$ cat src/include/sub_sleep_pkg.sv
// Constants for the power-down and literal-subtract execution block
// Contract
// - Power-down loads watchdog counter with zero and clears its prescaler.
// - Power-down clears power-down flag, sets expiry bit, touches no other status; the code also sets the halted status bit (bit 5).
// - Power-down opcode 00_0000_0110_0011, one word, one cycle, halts oscillator.
// - Opcode 11_110x_kkkk_kkkk computes literal minus accumulator, two's complement.
// - Literal is low eight bits; difference written into the accumulator.
// - Carry set when literal exceeds accumulator: no borrow.
// - Literal equal to accumulator gives zero result and carry set.
// - Accumulator above literal clears carry; result wraps to eight bits.
package sub_sleep_pkg;
	localparam int          INSTR_W          = 14;
	localparam int          DATA_W           = 8;
	localparam logic [13:0] OP_POWER_DOWN    = 14'h0063;
	localparam logic [4:0]  OP_SUB_LIT_HIGH  = 5'h1E;
	localparam int          SUB_LIT_POS      = 9;
	// Register byte offsets on the bus
	localparam logic [3:0]  OFF_ACCUM        = 4'h0;
	localparam logic [3:0]  OFF_STATUS       = 4'h4;
	localparam logic [3:0]  OFF_WATCHDOG     = 4'h8;
	localparam logic [3:0]  OFF_CONTROL      = 4'hC;
	// Status field positions
	localparam int          ST_CARRY         = 0;
	localparam int          ST_NIBBLE        = 1;
	localparam int          ST_ZERO          = 2;
	localparam int          ST_POWER_DOWN    = 3;
	localparam int          ST_EXPIRY        = 4;
	localparam int          ST_HALTED        = 5;
	// Watchdog register layout: counter low byte, prescaler next byte
	localparam int          WD_PRESCALE_POS  = 8;
	localparam int          CTRL_WAKE        = 0;
	// Values after reset
	localparam logic [7:0]  RST_ACCUM        = 8'h00;
	localparam logic [7:0]  RST_WATCHDOG     = 8'h00;
	localparam logic [7:0]  RST_PRESCALE     = 8'h00;
	localparam logic        RST_POWER_DOWN   = 1'b1;
	localparam logic        RST_EXPIRY       = 1'b1;
	localparam logic [1:0]  RESP_OKAY        = 2'b00;
	localparam logic [1:0]  RESP_SLVERR      = 2'b10;
	typedef enum logic [1:0] {
		CORE_RUN    = 2'b00,
		CORE_HALTED = 2'b01
	} core_state_t;
endpackage

$ cat src/include/sub_alu_if.sv
// Carrier between the core and its subtract unit
`timescale 1ns/1ps
interface sub_alu_if;
	logic [7:0] accum;
	logic [7:0] literal;
	logic [7:0] result;
	logic       carry;
	logic       nibble;
	logic       zero;
	modport alu  (input accum, input literal, output result, output carry, output nibble,
		output zero);
	modport core (output accum, output literal, input result, input carry, input nibble,
		input zero);
endinterface

$ cat src/logic/literal_minus_accumulator.sv
// Eight-bit literal minus accumulator with carry, nibble and zero flags
`timescale 1ns/1ps
module literal_minus_accumulator (
	sub_alu_if.alu port_alu
);
	wire [8:0] full_diff;
	wire [4:0] low_diff;

	// Extra top bit is the inverted borrow
	assign full_diff       = {1'b1, port_alu.literal} - {1'b0, port_alu.accum};
	assign low_diff        = {1'b1, port_alu.literal[3:0]} - {1'b0, port_alu.accum[3:0]};
	assign port_alu.result = full_diff[7:0];
	assign port_alu.carry  = full_diff[8];
	assign port_alu.nibble = low_diff[4];
	assign port_alu.zero   = (full_diff[7:0] == 8'h00);
endmodule

$ cat src/logic/sub_sleep_core.sv
// Execution of power-down and literal-subtract, with AXI4-Lite register access
//
// The AXI4-Lite register port and the register addresses are this design's own decisions.
`timescale 1ns/1ps
module sub_sleep_core (
	// Clock, reset, enable
	input  wire logic        clk,
	input  wire logic        reset_n,
	input  wire logic        ce,
	// Instruction from decode
	input  wire logic        instr_valid,
	input  wire logic [13:0] instr_word,
	// Core state
	output logic             oscillator_stop,
	output logic [7:0]       accumulator,
	output logic             carry_flag,
	output logic             nibble_borrow_flag,
	output logic             zero_flag,
	output logic             power_down_flag,
	output logic             expiry_status_bit,
	output logic [7:0]       watchdog_counter,
	output logic [7:0]       watchdog_prescaler,
	// AXI4-Lite write
	input  wire logic [3:0]  awaddr,
	input  wire logic        awvalid,
	output logic             awready,
	input  wire logic [31:0] wdata,
	input  wire logic [3:0]  wstrb,
	input  wire logic        wvalid,
	output logic             wready,
	output logic [1:0]       bresp,
	output logic             bvalid,
	input  wire logic        bready,
	// AXI4-Lite read
	input  wire logic [3:0]  araddr,
	input  wire logic        arvalid,
	output logic             arready,
	output logic [31:0]      rdata,
	output logic [1:0]       rresp,
	output logic             rvalid,
	input  wire logic        rready
);
	sub_alu_if alu_link ();

	literal_minus_accumulator u_sub (
		.port_alu (alu_link.alu)
	);

	function automatic logic [7:0] merge_byte(input logic [7:0] old, input logic [7:0] val,
		input logic en);
		merge_byte = en ? val : old;
	endfunction

	function automatic logic mapped(input logic [3:0] addr);
		mapped = (addr == sub_sleep_pkg::OFF_ACCUM) || (addr == sub_sleep_pkg::OFF_STATUS) ||
			(addr == sub_sleep_pkg::OFF_WATCHDOG) || (addr == sub_sleep_pkg::OFF_CONTROL);
	endfunction

	sub_sleep_pkg::core_state_t state;
	sub_sleep_pkg::core_state_t next_state;

	logic       aw_got;
	logic       w_got;
	logic [3:0] wr_addr;
	logic [31:0] wr_data;
	logic [3:0] wr_strb;

	// Instruction decode
	wire running   = (state == sub_sleep_pkg::CORE_RUN);
	wire exec      = instr_valid & running;
	wire do_sleep  = exec & (instr_word == sub_sleep_pkg::OP_POWER_DOWN);
	wire do_sub    = exec & (instr_word[13:sub_sleep_pkg::SUB_LIT_POS] ==
		sub_sleep_pkg::OP_SUB_LIT_HIGH);

	assign alu_link.accum   = accumulator;
	assign alu_link.literal = instr_word[7:0];

	// Write channel bookkeeping
	wire aw_fire    = awvalid & awready;
	wire w_fire     = wvalid & wready;
	wire wr_go      = aw_got & w_got & ~bvalid;
	wire b_fire     = bvalid & bready;
	wire next_aw_got = (aw_got | aw_fire) & ~wr_go;
	wire next_w_got  = (w_got | w_fire) & ~wr_go;
	wire next_bvalid = wr_go | (bvalid & ~b_fire);
	wire next_awready = ~next_aw_got & ~next_bvalid;
	wire next_wready  = ~next_w_got & ~next_bvalid;

	// Register write selects
	wire wr_ok      = wr_go & mapped(wr_addr);
	wire wr_accum   = wr_ok & (wr_addr == sub_sleep_pkg::OFF_ACCUM) & wr_strb[0];
	wire wr_status  = wr_ok & (wr_addr == sub_sleep_pkg::OFF_STATUS) & wr_strb[0];
	wire wr_wd      = wr_ok & (wr_addr == sub_sleep_pkg::OFF_WATCHDOG);
	wire wr_wake    = wr_ok & (wr_addr == sub_sleep_pkg::OFF_CONTROL) & wr_strb[0] &
		wr_data[sub_sleep_pkg::CTRL_WAKE];

	// Read channel
	wire ar_fire     = arvalid & arready;
	wire r_fire      = rvalid & rready;
	wire next_rvalid = ar_fire | (rvalid & ~r_fire);
	wire next_arready = ~next_rvalid;

	wire [7:0] status_view = {2'b00, oscillator_stop, expiry_status_bit, power_down_flag,
		zero_flag, nibble_borrow_flag, carry_flag};
	wire [31:0] read_word =
		(araddr == sub_sleep_pkg::OFF_ACCUM)    ? {24'h00_0000, accumulator} :
		(araddr == sub_sleep_pkg::OFF_STATUS)   ? {24'h00_0000, status_view} :
		(araddr == sub_sleep_pkg::OFF_WATCHDOG) ? {16'h0000, watchdog_prescaler,
			watchdog_counter} :
		32'h0000_0000;

	// Next values of the core state; instruction wins over a bus write in the same cycle
	wire [7:0] next_accum = do_sub ? alu_link.result :
		wr_accum ? wr_data[7:0] : accumulator;
	wire next_carry  = do_sub ? alu_link.carry :
		wr_status ? wr_data[sub_sleep_pkg::ST_CARRY] : carry_flag;
	wire next_nibble = do_sub ? alu_link.nibble :
		wr_status ? wr_data[sub_sleep_pkg::ST_NIBBLE] : nibble_borrow_flag;
	wire next_zero   = do_sub ? alu_link.zero :
		wr_status ? wr_data[sub_sleep_pkg::ST_ZERO] : zero_flag;
	wire [7:0] next_wd = do_sleep ? sub_sleep_pkg::RST_WATCHDOG :
		merge_byte(watchdog_counter, wr_data[7:0], wr_wd & wr_strb[0]);
	wire [7:0] next_pre = do_sleep ? sub_sleep_pkg::RST_PRESCALE :
		merge_byte(watchdog_prescaler, wr_data[15:8], wr_wd & wr_strb[1]);

	always_comb begin
		next_state = state;
		case (state)
			sub_sleep_pkg::CORE_RUN: begin
				if (do_sleep) begin
					next_state = sub_sleep_pkg::CORE_HALTED;
				end
			end
			sub_sleep_pkg::CORE_HALTED: begin
				if (wr_wake) begin
					next_state = sub_sleep_pkg::CORE_RUN;
				end
			end
			default: begin
				next_state = sub_sleep_pkg::CORE_RUN;
			end
		endcase
	end

	// Bus slave state
	always_ff @(posedge clk or negedge reset_n) begin
		if (!reset_n) begin
			aw_got  <= 1'b0;
			w_got   <= 1'b0;
			awready <= 1'b0;
			wready  <= 1'b0;
			bvalid  <= 1'b0;
			arready <= 1'b0;
			rvalid  <= 1'b0;
		end else if (ce) begin
			aw_got  <= next_aw_got;
			w_got   <= next_w_got;
			awready <= next_awready;
			wready  <= next_wready;
			bvalid  <= next_bvalid;
			arready <= next_arready;
			rvalid  <= next_rvalid;
		end
	end

	// Bus payload capture
	always_ff @(posedge clk or negedge reset_n) begin
		if (!reset_n) begin
			wr_addr <= 4'h0;
			wr_data <= 32'h0000_0000;
			wr_strb <= 4'h0;
			bresp   <= sub_sleep_pkg::RESP_OKAY;
			rdata   <= 32'h0000_0000;
			rresp   <= sub_sleep_pkg::RESP_OKAY;
		end else if (ce) begin
			if (aw_fire) begin
				wr_addr <= awaddr;
			end
			if (w_fire) begin
				wr_data <= wdata;
				wr_strb <= wstrb;
			end
			if (wr_go) begin
				bresp <= mapped(wr_addr) ? sub_sleep_pkg::RESP_OKAY : sub_sleep_pkg::RESP_SLVERR;
			end
			if (ar_fire) begin
				rdata <= read_word;
				rresp <= mapped(araddr) ? sub_sleep_pkg::RESP_OKAY : sub_sleep_pkg::RESP_SLVERR;
			end
		end
	end

	// Arithmetic state; untouched by power-down
	always_ff @(posedge clk or negedge reset_n) begin
		if (!reset_n) begin
			accumulator        <= sub_sleep_pkg::RST_ACCUM;
			carry_flag         <= 1'b0;
			nibble_borrow_flag <= 1'b0;
			zero_flag          <= 1'b0;
		end else if (ce) begin
			accumulator        <= next_accum;
			carry_flag         <= next_carry;
			nibble_borrow_flag <= next_nibble;
			zero_flag          <= next_zero;
		end
	end

	// Power-down state; subtract never reaches these
	always_ff @(posedge clk or negedge reset_n) begin
		if (!reset_n) begin
			state              <= sub_sleep_pkg::CORE_RUN;
			oscillator_stop    <= 1'b0;
			power_down_flag    <= sub_sleep_pkg::RST_POWER_DOWN;
			expiry_status_bit  <= sub_sleep_pkg::RST_EXPIRY;
			watchdog_counter   <= sub_sleep_pkg::RST_WATCHDOG;
			watchdog_prescaler <= sub_sleep_pkg::RST_PRESCALE;
		end else if (ce) begin
			state              <= next_state;
			oscillator_stop    <= (next_state == sub_sleep_pkg::CORE_HALTED);
			watchdog_counter   <= next_wd;
			watchdog_prescaler <= next_pre;
			if (do_sleep) begin
				power_down_flag   <= 1'b0;
				expiry_status_bit <= 1'b1;
			end
		end
	end
endmodule

$ cat config.mk
export PLATFORM = sky130hd
export DESIGN_NAME = sub_sleep_core
export DESIGN_NICKNAME = d
export VERILOG_FILES = /design/src/include/sub_sleep_pkg.sv /design/src/include/sub_alu_if.sv /design/src/logic/literal_minus_accumulator.sv /design/src/logic/sub_sleep_core.sv
export SDC_FILE = /design/constraint.sdc
export NUM_CORES = 1
export LEC_CHECK = 0
export ABC_AREA = 1
export BUFFER_PORTS_ARGS = -buffer_cell sky130_fd_sc_hd__buf_2
export CAP_MARGIN = 20
export CORE_UTILIZATION = 50
export CTS_CLUSTER_SIZE = 16
export DETAILED_ROUTE_END_ITERATION = 6
export GPL_TIMING_DRIVEN = 0
export PLACE_DENSITY = 0.8
export SLEW_MARGIN = 0
export SYNTH_ARGS = -nofsm -noshare
export SYNTH_HDL_FRONTEND = slang
export SYNTH_SLANG_ARGS = --single-unit
$ cat constraint.sdc
create_clock -name clk -period 2 [get_ports clk]
set_input_delay 0.3 -clock clk [delete_from_list [all_inputs] [get_ports clk]]
set_output_delay 0.3 -clock clk [all_outputs]
set_load 0.005 [all_outputs]
Word-level counts from Yosys, hierarchy flattened

Index checks and enable logic that the tools add are counted.

Register bits: 96
Input bits: 67
Word-level logic and storage cells: 116

$add $sub $neg: 2
Equal/unequal tests: 10
Multiplexer cells: 20
Bitwise operators: 39
Reduce and logical (&&, ||, !) cells: 23

Operators by type and width:

| kind                                                 | number |
|---|---|
| two-way mux 16 bit                                   | 3 |
| two-way mux 8 bit                                    | 6 |
| AND 1 bit                                            | 27 |
| AND reduction 2 bit                                  | 9 |
| equality test 4 bit, second input constant           | 4 |
| equality test 14 x 7 -> 1 bit, second input constant | 1 |
| subtractor 9 x 8 -> 9 bit                            | 1 |
| equality test 4 x 3 -> 1 bit, second input constant  | 2 |
| zero test 4 bit                                      | 2 |
| zero test 8 bit                                      | 1 |
| two-way mux 2 bit                                    | 4 |
| NOT 1 bit                                            | 8 |
| nonzero test 2 bit                                   | 4 |
| logical OR 1 bit                                     | 6 |
| two-way mux 1 bit                                    | 6 |
| equality test 5 bit, second input constant           | 1 |
| subtractor 5 x 4 -> 5 bit                            | 1 |
| equality test 2 x 1 -> 1 bit, second input constant  | 2 |
| OR 1 bit                                             | 4 |
| case mux 2 bit (2 select lines)                      | 1 |
| zero test 2 bit                                      | 1 |

Logic depth before layout (Yosys ltp)

Gate-level depths: netlist (run 1).

Depth after elaboration: 11
Depth in mapped cells: 14

By module

From an unflattened synthesis (run 1), not the netlist that was laid out.

Cell total of the unflattened synthesis: 568
Area total of the unflattened synthesis: 4340.4 µm²

Modules (own cells, without submodules):

| module                    | times used | cells each | area an instance (µm²) | seq. area each (µm²) |
|---|---|---|---|---|
| sub_sleep_core            | 1          | 473        | 3833.7                 | 1953.1 |
| literal_minus_accumulator | 1          | 95         | 506.7                  | 0.0 |

Worst setup path before layout (run 1)

OpenSTA, ideal clock, no wires.

Path type: reg-to-reg
From: register accumulator[0]
To: register zero_flag
Library setup time: 0.077 ns
Arrival: 1.584 ns
Data required time: 1.923 ns
Setup slack: 0.339 ns
Stages on the path, launching flop included: 11
Path buffers: 0
Period minus slack after synthesis: 1.661 ns
Cell sequence: dfrtp_1 ha_1 inv_1 fa_1 inv_1 nand2_1 nor2_1 nand3_1 nor2_1 nand3_1 a21oi_1

Cells in the longest elaborated chain, start to end: 3

Ends and longest elaborated chain:

| element                   | line                            | RTL |
|---|---|---|
| start, declared           | sub_sleep_core.sv:15            | `output logic [7:0] accumulator,` |
| start signal, assigned    | sub_sleep_core.sv:196           | `accumulator <= sub_sleep_pkg::RST_ACCUM;` |
| start signal, assigned    | sub_sleep_core.sv:201           | `accumulator <= next_accum;` |
| subtractor 9 x 8 -> 9 bit | literal_minus_accumulator.sv:10 | `assign full_diff = {1'b1, port_alu.literal} - {1'b0, port_alu.accum};` |
| zero test 8 bit           | literal_minus_accumulator.sv:15 | `assign port_alu.zero = (full_diff[7:0] == 8'h00);` |
| two-way mux 1 bit         | sub_sleep_core.sv:119           | `wire next_zero = do_sub ? alu_link.zero :` |
| end signal, assigned      | sub_sleep_core.sv:204           | `zero_flag <= next_zero;` |
| end, declared             | sub_sleep_core.sv:18            | `output logic zero_flag,` |

Every way passes these cells.
A chain may end at the register's enable or synchronous reset.

Final worst setup path (run 1)

From: register accumulator[0]
To: register carry_flag

Cells in the longest elaborated chain, start to end: 2

Ends and longest elaborated chain:

| element                   | line                            | RTL |
|---|---|---|
| subtractor 9 x 8 -> 9 bit | literal_minus_accumulator.sv:10 |  |
| two-way mux 1 bit         | sub_sleep_core.sv:115           | `wire next_carry = do_sub ? alu_link.carry :` |
| end signal, assigned      | sub_sleep_core.sv:202           | `carry_flag <= next_carry;` |
| end, declared             | sub_sleep_core.sv:16            | `output logic carry_flag,` |

Every way passes these cells.

==> flow_summary.html, run 1 <==
<table>
<tr><th>Metric</th><th>Value</th></tr>
<tr><th colspan="2">Worst setup path</th></tr>
<tr><td>Data arrival, critical path</td><td>2.06 ns</td></tr>
<tr><td>FF-to-FF Start</td><td>accumulator[0]</td></tr>
<tr><td>FF-to-FF path depth</td><td>9</td></tr>
<tr><td>Master of the slowest instance on the critical path</td><td>fa_1</td></tr>
<tr><td>Endpoint of the lowest-slack register-to-register path</td><td>carry_flag</td></tr>
<tr><td>Delay of the slowest critical-path stage</td><td>0.41 ns</td></tr>
<tr><td>CP Launch Type</td><td>flop</td></tr>
<tr><td>Required arrival time at the worst endpoint</td><td>2.23 ns</td></tr>
<tr><td>Critical Path Sink Type</td><td>flop</td></tr>
<tr><td>Slack of the worst reg-to-reg path</td><td>0.17 ns</td></tr>
<tr><td>Most common cell on crit path</td><td>nand3_1</td></tr>
<tr><td>Largest fanout on the critical path</td><td>3</td></tr>
<tr><td>Cell breakdown of the critical path</td><td>ha_1 &gt; inv_2 &gt; fa_1 &gt; nand3_1 &gt; nand2_1 &gt; nand4_1 &gt; nand3_1 &gt; a21boi_0 &gt; a21oi_1</td></tr>
<tr><td>Buffering stage count on the worst path with inverters included</td><td>1</td></tr>
<tr><td>Cell class contributing the biggest share of worst-path delay</td><td>adder cells</td></tr>
<tr><td>Class of the most critical setup path</td><td>flop to flop</td></tr>
<tr><td>Worst setup path startpoint</td><td>accumulator[0]</td></tr>
<tr><th colspan="2">Clocking</th></tr>
<tr><td>Number of buffers between clock root and the deepest sink</td><td>2</td></tr>
<tr><td>Clock insertion delay at the later pin of the skew report</td><td>0.35 ns</td></tr>
<tr><td>Post-CTS clock slew at the launch and capture registers of the worst setup and hold paths</td><td>0.08 ns</td></tr>
<tr><td>Number of buffers inserted to repair setup after CTS</td><td>0</td></tr>
<tr><td>CTS sink cnt</td><td>78</td></tr>
<tr><td>Number of buffers inserted during clock tree synthesis</td><td>9</td></tr>
<tr><td>Clock tree from TritonCTS</td><td>yes</td></tr>
<tr><td>CTS Root Cell</td><td>clkbuf_8</td></tr>
<tr><td>H-Tree Level Count</td><td>3</td></tr>
<tr><th colspan="2">Final layout</th></tr>
<tr><td>Layout cells sized above 1</td><td>0.240</td></tr>
<tr><td>Net count reported at finish</td><td>697</td></tr>
<tr><td>Post-route core utilization</td><td>0.637</td></tr>
<tr><td>Most frequent cells in the layout</td><td>nand2_1, buf_2, dfrtp_1</td></tr>
<tr><td>Antenna cell count</td><td>0</td></tr>
<tr><td>Filler cell count in the final layout</td><td>675</td></tr>
<tr><td>Commonest non-fill, non-tap cell in the layout</td><td>nand2_1</td></tr>
<tr><td>Area growth, synth to finish</td><td>23.4%</td></tr>
<tr><th colspan="2">STA</th></tr>
<tr><td>Max Clk Rate</td><td>546 MHz</td></tr>
<tr><td>Final hold slack</td><td>0.154 ns</td></tr>
<tr><td>Number of max-slew violations in the final report</td><td>0</td></tr>
<tr><td>Setup slack of the critical path after layout</td><td>0.169 ns</td></tr>
<tr><td>Setup repair after global routing missed its margin</td><td>false</td></tr>
<tr><td>Finish-stage setup viols</td><td>0</td></tr>
<tr><td>Number of endpoints with negative hold slack in the final report</td><td>0</td></tr>
<tr><td>Post-route fraction of the period consumed by the critical path</td><td>0.916</td></tr>
<tr><td>Time the worst path needs with I/O delays and setup</td><td>1.83 ns</td></tr>
<tr><td>Total negative slack</td><td>0 ns</td></tr>
<tr><td>Final Skew</td><td>0.00865 ns</td></tr>
<tr><th colspan="2">Route</th></tr>
<tr><td>Average wire per standard cell</td><td>13.5 um</td></tr>
<tr><td>Detailed-route via count</td><td>3,722</td></tr>
<tr><td>Via density</td><td>5.11</td></tr>
<tr><td>Number of design rule violations left after detail routing</td><td>0</td></tr>
<tr><td>Number of antenna-violating nets in the routed design</td><td>0</td></tr>
<tr><td>Routed wire length</td><td>9.84 mm</td></tr>
<tr><td>Number of detailed-routing iterations run before antenna repair</td><td>5</td></tr>
<tr><td>DRC marker count from the first detailed-route iteration</td><td>217</td></tr>
<tr><th colspan="2">Die</th></tr>
<tr><td>Die outline height</td><td>91.1 um</td></tr>
<tr><td>Std cell rows</td><td>32</td></tr>
<tr><td>Initial core utilization</td><td>0.517</td></tr>
<tr><td>Total I/O pin count</td><td>138</td></tr>
<tr><td>Width of the die</td><td>91.1 um</td></tr>
<tr><td>CORE AREA</td><td>7690 um^2</td></tr>
<tr><td>Full die area</td><td>8300 um^2</td></tr>
<tr><th colspan="2">Place</th></tr>
<tr><td>Final Wtd Congestion</td><td>0.888</td></tr>
<tr><td>Worst-case setup slack after placement</td><td>0.0921 ns</td></tr>
<tr><td>Detail Placement HPWL</td><td>7.54 mm</td></tr>
<tr><td>PortBufs</td><td>99</td></tr>
<tr><th colspan="2">Global routing</th></tr>
<tr><td>Via count of the first global-routing pass</td><td>3,514</td></tr>
<tr><td>Antenna violations before repair</td><td>0</td></tr>
<tr><td>Total routing resource utilization after global routing</td><td>0.247</td></tr>
<tr><td>Maximum number of pins on one net before global-route repair</td><td>60</td></tr>
<tr><td>Global-route wire length before repair</td><td>16.0 mm</td></tr>
<tr><td>Residual overflow from global routing</td><td>0</td></tr>
<tr><th colspan="2">Min path</th></tr>
<tr><td>Beginning of the worst hold path</td><td>awaddr[1]</td></tr>
<tr><td>Count of cells along the worst hold path</td><td>3</td></tr>
<tr><td>Kind of path behind the tightest hold check</td><td>input port to flop</td></tr>
<tr><td>Worst hold endpoint</td><td>wr_addr[1]</td></tr>
<tr><th colspan="2">Yosys</th></tr>
<tr><td>Sequential share of the synthesized area</td><td>0.492</td></tr>
<tr><td>Post-synth EDFFs</td><td>0</td></tr>
<tr><td>Mapped Area</td><td>3970 um^2</td></tr>
<tr><td>Library cell with the largest summed area after synthesis</td><td>dfrtp_1</td></tr>
<tr><td>Biggest area contributors in the synthesized netlist</td><td>dfrtp_1, nand2_1, o21ai_0</td></tr>
<tr><td>Gate Count Post-Synth</td><td>492</td></tr>
<tr><td>Synth warnings</td><td>0</td></tr>
<tr><td>Main synth FF type</td><td>dfrtp_1</td></tr>
<tr><td>Number of unique standard cell types used by synthesis</td><td>35</td></tr>
<tr><td>Number of synthesized register bits</td><td>78</td></tr>
<tr><td>Mean post-synth cell area</td><td>8.07 um^2</td></tr>
<tr><td>Fraction of synthesis flops using an asynchronous set or reset pin</td><td>1.00</td></tr>
<tr><td>Top-area cell type share of the netlist area</td><td>0.485</td></tr>
<tr><th colspan="2">Power and ir drop</th></tr>
<tr><td>Worst IR drop on VDD</td><td>0.000666 V</td></tr>
<tr><td>Standby leakage power</td><td>2.64 nW</td></tr>
<tr><td>Power density normalized to cell area</td><td>1120 nW/um^2</td></tr>
<tr><th colspan="2">Run status</th></tr>
<tr><td>Outcome</td><td>finished, final reports clean</td></tr>
<tr><th colspan="2">Job</th></tr>
<tr><td>Number of max-capacitance violations reported</td><td>0</td></tr>
</table>
-- routing by layer --
layer	GRT usage	up-vias	routed length (um)
met5	0	-	0
met4	0.139	0	393
met3	0.0452	34	720
met2	0.397	164	4540
met1	0.315	1705	4180
li1	-	1819	-
-- Yosys cell counts, types with 2 or more instances --
cell type	instances
nand2_1	122
ha_1	8
buf_4	19
o211ai_1	2
o21ai_0	62
buf_6	2
nand4_1	6
inv_1	68
conb_1	2
o21ai_1	14
clkbuf_1	3
a21oi_1	8
nor2_1	28
buf_2	6
dfrtp_1	77
a221oi_1	5
nor4_1	4
nand3_1	39
-- layout make-up --
cell class / count / area, um^2 / share of cell area
clock inverter: 3 / 42.5 / 0.00868
tap: 102 / 128 / 0.0260
multi-input combinational: 332 / 1620 / 0.330
buffer: 30 / 206 / 0.0421
timing repair buffer: 101 / 536 / 0.109
clock buffer: 13 / 159 / 0.0324
inverter: 69 / 259 / 0.0529
sequential: 78 / 1950 / 0.399
-- sequential cells by signal, indices dropped and copies added (netlist names), 2 cells and up --
signal              count
rdata                  16
wr_data                16
accumulator             8
watchdog_counter        8
watchdog_prescaler      8
wr_addr                 4
state                   2
wr_strb                 2
-- worst min-delay path, cell delays in order --
cell and delay (ns):
buf_2 0.07, nand2_1 0.04, o21ai_0 0.06
-- stage by stage --
step	power (mW)	instance area, um^2	std cells
2_1_floorplan	3.54	4040	509
3_3_place_gp	4.20	4660	710
3_5_place_dp	4.30	4690	711
4_1_cts	5.51	4900	728
5_1_grt	5.89	4900	728
6_report	5.50	4900	728
-- repair_timing --
| action | 4_1_cts | 5_1_grt |
|---|---|---|
| hold buffers | 1 | 0 |
| gates resized for setup | 0 | 1 |
| endpoints found under the hold margin | 18 | 0 |
| endpoints found under the setup margin | 0 | 1 |
-- worst max-delay path by stage --
stage	slack, ns	to	cells past startpoint
after floorplan	0.34	zero_flag	10
after global placement	0.13	carry_flag	11
after detailed placement	0.09	carry_flag	11
after CTS	0.14	zero_flag	10
after global routing	0.03	zero_flag	10
final	0.17	carry_flag	9
-- cell families after synthesis --
| kind of cell | Yosys count | synth area share |
|---|---|---|
| and+or+nand+nor | 207 | 0.224 |
| buffers and inverters | 99 | 0.117 |
| AOI/OAI and AO/OA | 96 | 0.133 |
| DFF | 78 | 0.492 |
| adders and majority gates | 9 | 0.0302 |
| other | 2 | 0.00189 |
| xor gates and xnor gates | 1 | 0.00221 |
-- where the power goes --
part | total (mW) | internal, mW | switching, mW
sequential | 2.41 | 2.08 | 0.328
combinational | 1.90 | 0.739 | 1.16
clock | 1.19 | 0.644 | 0.549
(Power assumes the default switching activity.)
==> run 2: changes to the inputs <==
--- a/config.mk
+++ b/config.mk
@@ -8,11 +8,12 @@
 export ABC_AREA = 1
 export BUFFER_PORTS_ARGS = -buffer_cell sky130_fd_sc_hd__buf_2
 export CAP_MARGIN = 20
-export CORE_UTILIZATION = 50
-export CTS_CLUSTER_SIZE = 16
+export CORE_UTILIZATION = 54
+export CTS_CLUSTER_SIZE = 28
 export DETAILED_ROUTE_END_ITERATION = 6
 export GPL_TIMING_DRIVEN = 0
-export PLACE_DENSITY = 0.8
+export HOLD_SLACK_MARGIN = 0.02
+export PLACE_DENSITY = 0.85
 export SLEW_MARGIN = 0
 export SYNTH_ARGS = -nofsm -noshare
 export SYNTH_HDL_FRONTEND = slang
==> constraint.sdc (replaced) <==
create_clock -name clk -period 2.22 [get_ports clk]
set_input_delay 0.333 -clock clk [delete_from_list [all_inputs] [get_ports clk]]
set_output_delay 0.333 -clock clk [all_outputs]
set_load 0.005 [all_outputs]
==> run 2 against run 1 <==
Non-clock buffer count unchanged. Largest power group unchanged. Sequential power down 10%. Largest cell class unchanged. Die area down 7.2%. First-iteration DRC count up 61%. Critical path type unchanged. Setup slack better by 0.22 ns.
==> flow_summary.html, run 2 (synthesized netlist as in run 1, its figures left out) <==
<table>
<tr><th>Metric</th><th>Value</th></tr>
<tr><th colspan="2">Worst setup path</th></tr>
<tr><td>Class of the most critical setup path</td><td>flop to flop</td></tr>
<tr><td>Data arrival, critical path</td><td>2.11 ns</td></tr>
<tr><td>CP Launch Type</td><td>flop</td></tr>
<tr><td>Worst setup path startpoint</td><td>accumulator[0]</td></tr>
<tr><td>Slack of the worst reg-to-reg path</td><td>0.38 ns</td></tr>
<tr><td>Required arrival time at the worst endpoint</td><td>2.50 ns</td></tr>
<tr><td>Delay of the slowest critical-path stage</td><td>0.43 ns</td></tr>
<tr><td>Cell breakdown of the critical path</td><td>ha_1 &gt; inv_1 &gt; fa_1 &gt; nand2_1 &gt; nand2_1 &gt; nand3_1 &gt; nand2_1 &gt; nand2_1 &gt; nand2_1 &gt; nor2_1 &gt; nand3_1 &gt; a21oi_1</td></tr>
<tr><td>Largest fanout on the critical path</td><td>3</td></tr>
<tr><td>FF-to-FF Start</td><td>accumulator[0]</td></tr>
<tr><td>Master of the slowest instance on the critical path</td><td>fa_1</td></tr>
<tr><td>Most common cell on crit path</td><td>nand2_1</td></tr>
<tr><td>Endpoint of the lowest-slack register-to-register path</td><td>zero_flag</td></tr>
<tr><td>FF-to-FF path depth</td><td>12</td></tr>
<tr><td>Critical Path Sink Type</td><td>flop</td></tr>
<tr><td>Worst setup path endpoint</td><td>zero_flag</td></tr>
<tr><th colspan="2">STA</th></tr>
<tr><td>Number of max-slew violations in the final report</td><td>0</td></tr>
<tr><td>Final Skew</td><td>0.00659 ns</td></tr>
<tr><td>Max Clk Rate</td><td>545 MHz</td></tr>
<tr><td>Time the worst path needs with I/O delays and setup</td><td>1.84 ns</td></tr>
<tr><td>Total negative slack</td><td>0 ns</td></tr>
<tr><td>Number of endpoints with negative hold slack in the final report</td><td>0</td></tr>
<tr><td>Post-route fraction of the period consumed by the critical path</td><td>0.827</td></tr>
<tr><td>Finish-stage setup viols</td><td>0</td></tr>
<tr><td>Setup repair after global routing missed its margin</td><td>false</td></tr>
<tr><th colspan="2">Clocking</th></tr>
<tr><td>Number of buffers inserted during clock tree synthesis</td><td>9</td></tr>
<tr><td>Number of buffers between clock root and the deepest sink</td><td>2</td></tr>
<tr><td>Number of buffers inserted to repair setup after CTS</td><td>0</td></tr>
<tr><td>H-Tree Level Count</td><td>3</td></tr>
<tr><td>Clock tree from TritonCTS</td><td>yes</td></tr>
<tr><td>Post-CTS clock slew at the launch and capture registers of the worst setup and hold paths</td><td>0.08 ns</td></tr>
<tr><td>CTS Root Cell</td><td>clkbuf_8</td></tr>
<tr><td>Clock insertion delay at the later pin of the skew report</td><td>0.35 ns</td></tr>
<tr><td>CTS sink cnt</td><td>78</td></tr>
<tr><th colspan="2">Global routing</th></tr>
<tr><td>Maximum number of pins on one net before global-route repair</td><td>59</td></tr>
<tr><td>Total routing resource utilization after global routing</td><td>0.273</td></tr>
<tr><td>Antenna violations before repair</td><td>0</td></tr>
<tr><td>Global-route wire length before repair</td><td>15.9 mm</td></tr>
<tr><td>Residual overflow from global routing</td><td>0</td></tr>
<tr><td>Via count of the first global-routing pass</td><td>3,415</td></tr>
<tr><th colspan="2">Place</th></tr>
<tr><td>Cell Count Post-Placement</td><td>705</td></tr>
<tr><td>Final Wtd Congestion</td><td>0.885</td></tr>
<tr><td>Detail Placement HPWL</td><td>7.56 mm</td></tr>
<tr><td>PortBufs</td><td>99</td></tr>
<tr><th colspan="2">Power and ir drop</th></tr>
<tr><td>Power density normalized to cell area</td><td>1050 nW/um^2</td></tr>
<tr><td>Standby leakage power</td><td>2.67 nW</td></tr>
<tr><td>Worst IR drop on VDD</td><td>0.000561 V</td></tr>
<tr><td>Total power</td><td>5.20 mW</td></tr>
<tr><th colspan="2">Route</th></tr>
<tr><td>Number of detailed-routing iterations run before antenna repair</td><td>5</td></tr>
<tr><td>DRC marker count from the first detailed-route iteration</td><td>350</td></tr>
<tr><td>Number of design rule violations left after detail routing</td><td>0</td></tr>
<tr><td>Via density</td><td>5.26</td></tr>
<tr><td>Average wire per standard cell</td><td>13.6 um</td></tr>
<tr><td>Routed wire length</td><td>9.83 mm</td></tr>
<tr><td>Detailed-route via count</td><td>3,791</td></tr>
<tr><td>Number of antenna-violating nets in the routed design</td><td>0</td></tr>
<tr><th colspan="2">Die</th></tr>
<tr><td>Full die area</td><td>7700 um^2</td></tr>
<tr><td>Width of the die</td><td>87.8 um</td></tr>
<tr><td>Die outline height</td><td>87.8 um</td></tr>
<tr><td>Total I/O pin count</td><td>138</td></tr>
<tr><td>Std cell rows</td><td>30</td></tr>
<tr><td>Initial core utilization</td><td>0.572</td></tr>
<tr><td>CORE AREA</td><td>6940 um^2</td></tr>
<tr><th colspan="2">Final layout</th></tr>
<tr><td>Area growth, synth to finish</td><td>24.5%</td></tr>
<tr><td>Antenna cell count</td><td>0</td></tr>
<tr><td>Layout cells sized above 1</td><td>0.240</td></tr>
<tr><td>Most frequent cells in the layout</td><td>nand2_1, buf_2, dfrtp_1</td></tr>
<tr><td>Largest registers ranked by flip-flop count</td><td>rdata: 16 flops, wr_data: 16 flops</td></tr>
<tr><td>Filler cell count in the final layout</td><td>573</td></tr>
<tr><td>Post-route core utilization</td><td>0.712</td></tr>
<tr><td>Non-filler cells, final</td><td>721</td></tr>
<tr><td>Commonest non-fill, non-tap cell in the layout</td><td>nand2_1</td></tr>
<tr><td>Net count reported at finish</td><td>697</td></tr>
<tr><th colspan="2">Run status</th></tr>
<tr><td>Outcome</td><td>finished, final reports clean</td></tr>
<tr><th colspan="2">Min path</th></tr>
<tr><td>Beginning of the worst hold path</td><td>awaddr[0]</td></tr>
<tr><td>Count of cells along the worst hold path</td><td>3</td></tr>
<tr><td>Kind of path behind the tightest hold check</td><td>input port to flop</td></tr>
<tr><th colspan="2">Job</th></tr>
<tr><td>Number of max-capacitance violations reported</td><td>0</td></tr>
</table>
run 2: through the flow:
step                      cell area [um^2]  setup WS, ns  hold WS [ns]
after floorplan                       4040         0.559        0.0374
after global placement                4650         0.341         0.446
after detailed placement              4680         0.318         0.245
after CTS                             4950         0.400         0.174
after global routing                  4950         0.226         0.177
final                                 4950         0.384         0.183
run 2: critical path: cells and delay by family (launching register included):
family	cells	cell delay (ns)
buf+inv	1	0.07
fa+ha+maj	2	0.58
flops	1	0.38
simple gates	8	0.60
compound gates	1	0.12
run 2: layout make-up:
| cell class | instances | area, um^2 | area share |
|---|---|---|---|
| Clock buffer | 12 | 165 | 0.0334 |
| Buffer | 30 | 206 | 0.0417 |
| Sequential cell | 78 | 1950 | 0.395 |
| Multi-Input combinational cell | 332 | 1620 | 0.327 |
| Clock inverter | 3 | 90.1 | 0.0182 |
| Inverter | 69 | 259 | 0.0524 |
| Tap cell | 96 | 120 | 0.0243 |
| Timing Repair Buffer | 101 | 536 | 0.108 |
run 2: worst min-delay path by stage:
| stage | to | slack, ns |
|---|---|---|
| after floorplan | accumulator[0] | 0.04 |
| after global placement | power_down_flag | 0.45 |
| after detailed placement | rvalid | 0.24 |
| after CTS | wr_addr[0] | 0.17 |
| after global routing | wr_addr[0] | 0.18 |
| final | wr_addr[0] | 0.18 |
run 2: timing repair:
item | 4_1_cts | 5_1_grt
hold endpoints to repair | 20 | 0
hold buffers | 1 | 0
gates resized for setup | 0 | 0
run 2: report_power, final:
| group | switching, mW | internal (mW) |
|---|---|---|
| Clock | 0.496 | 0.833 |
| Combinational | 1.04 | 0.664 |
| Sequential | 0.299 | 1.87 |
run 2: metal layers:
metal	vias up	GRT usage	part of all wire
li1	1815	-	-
met1	1783	0.356	0.42
met2	166	0.438	0.48
met3	27	0.0754	0.071
met4	0	0.0999	0.031
met5	-	0	0
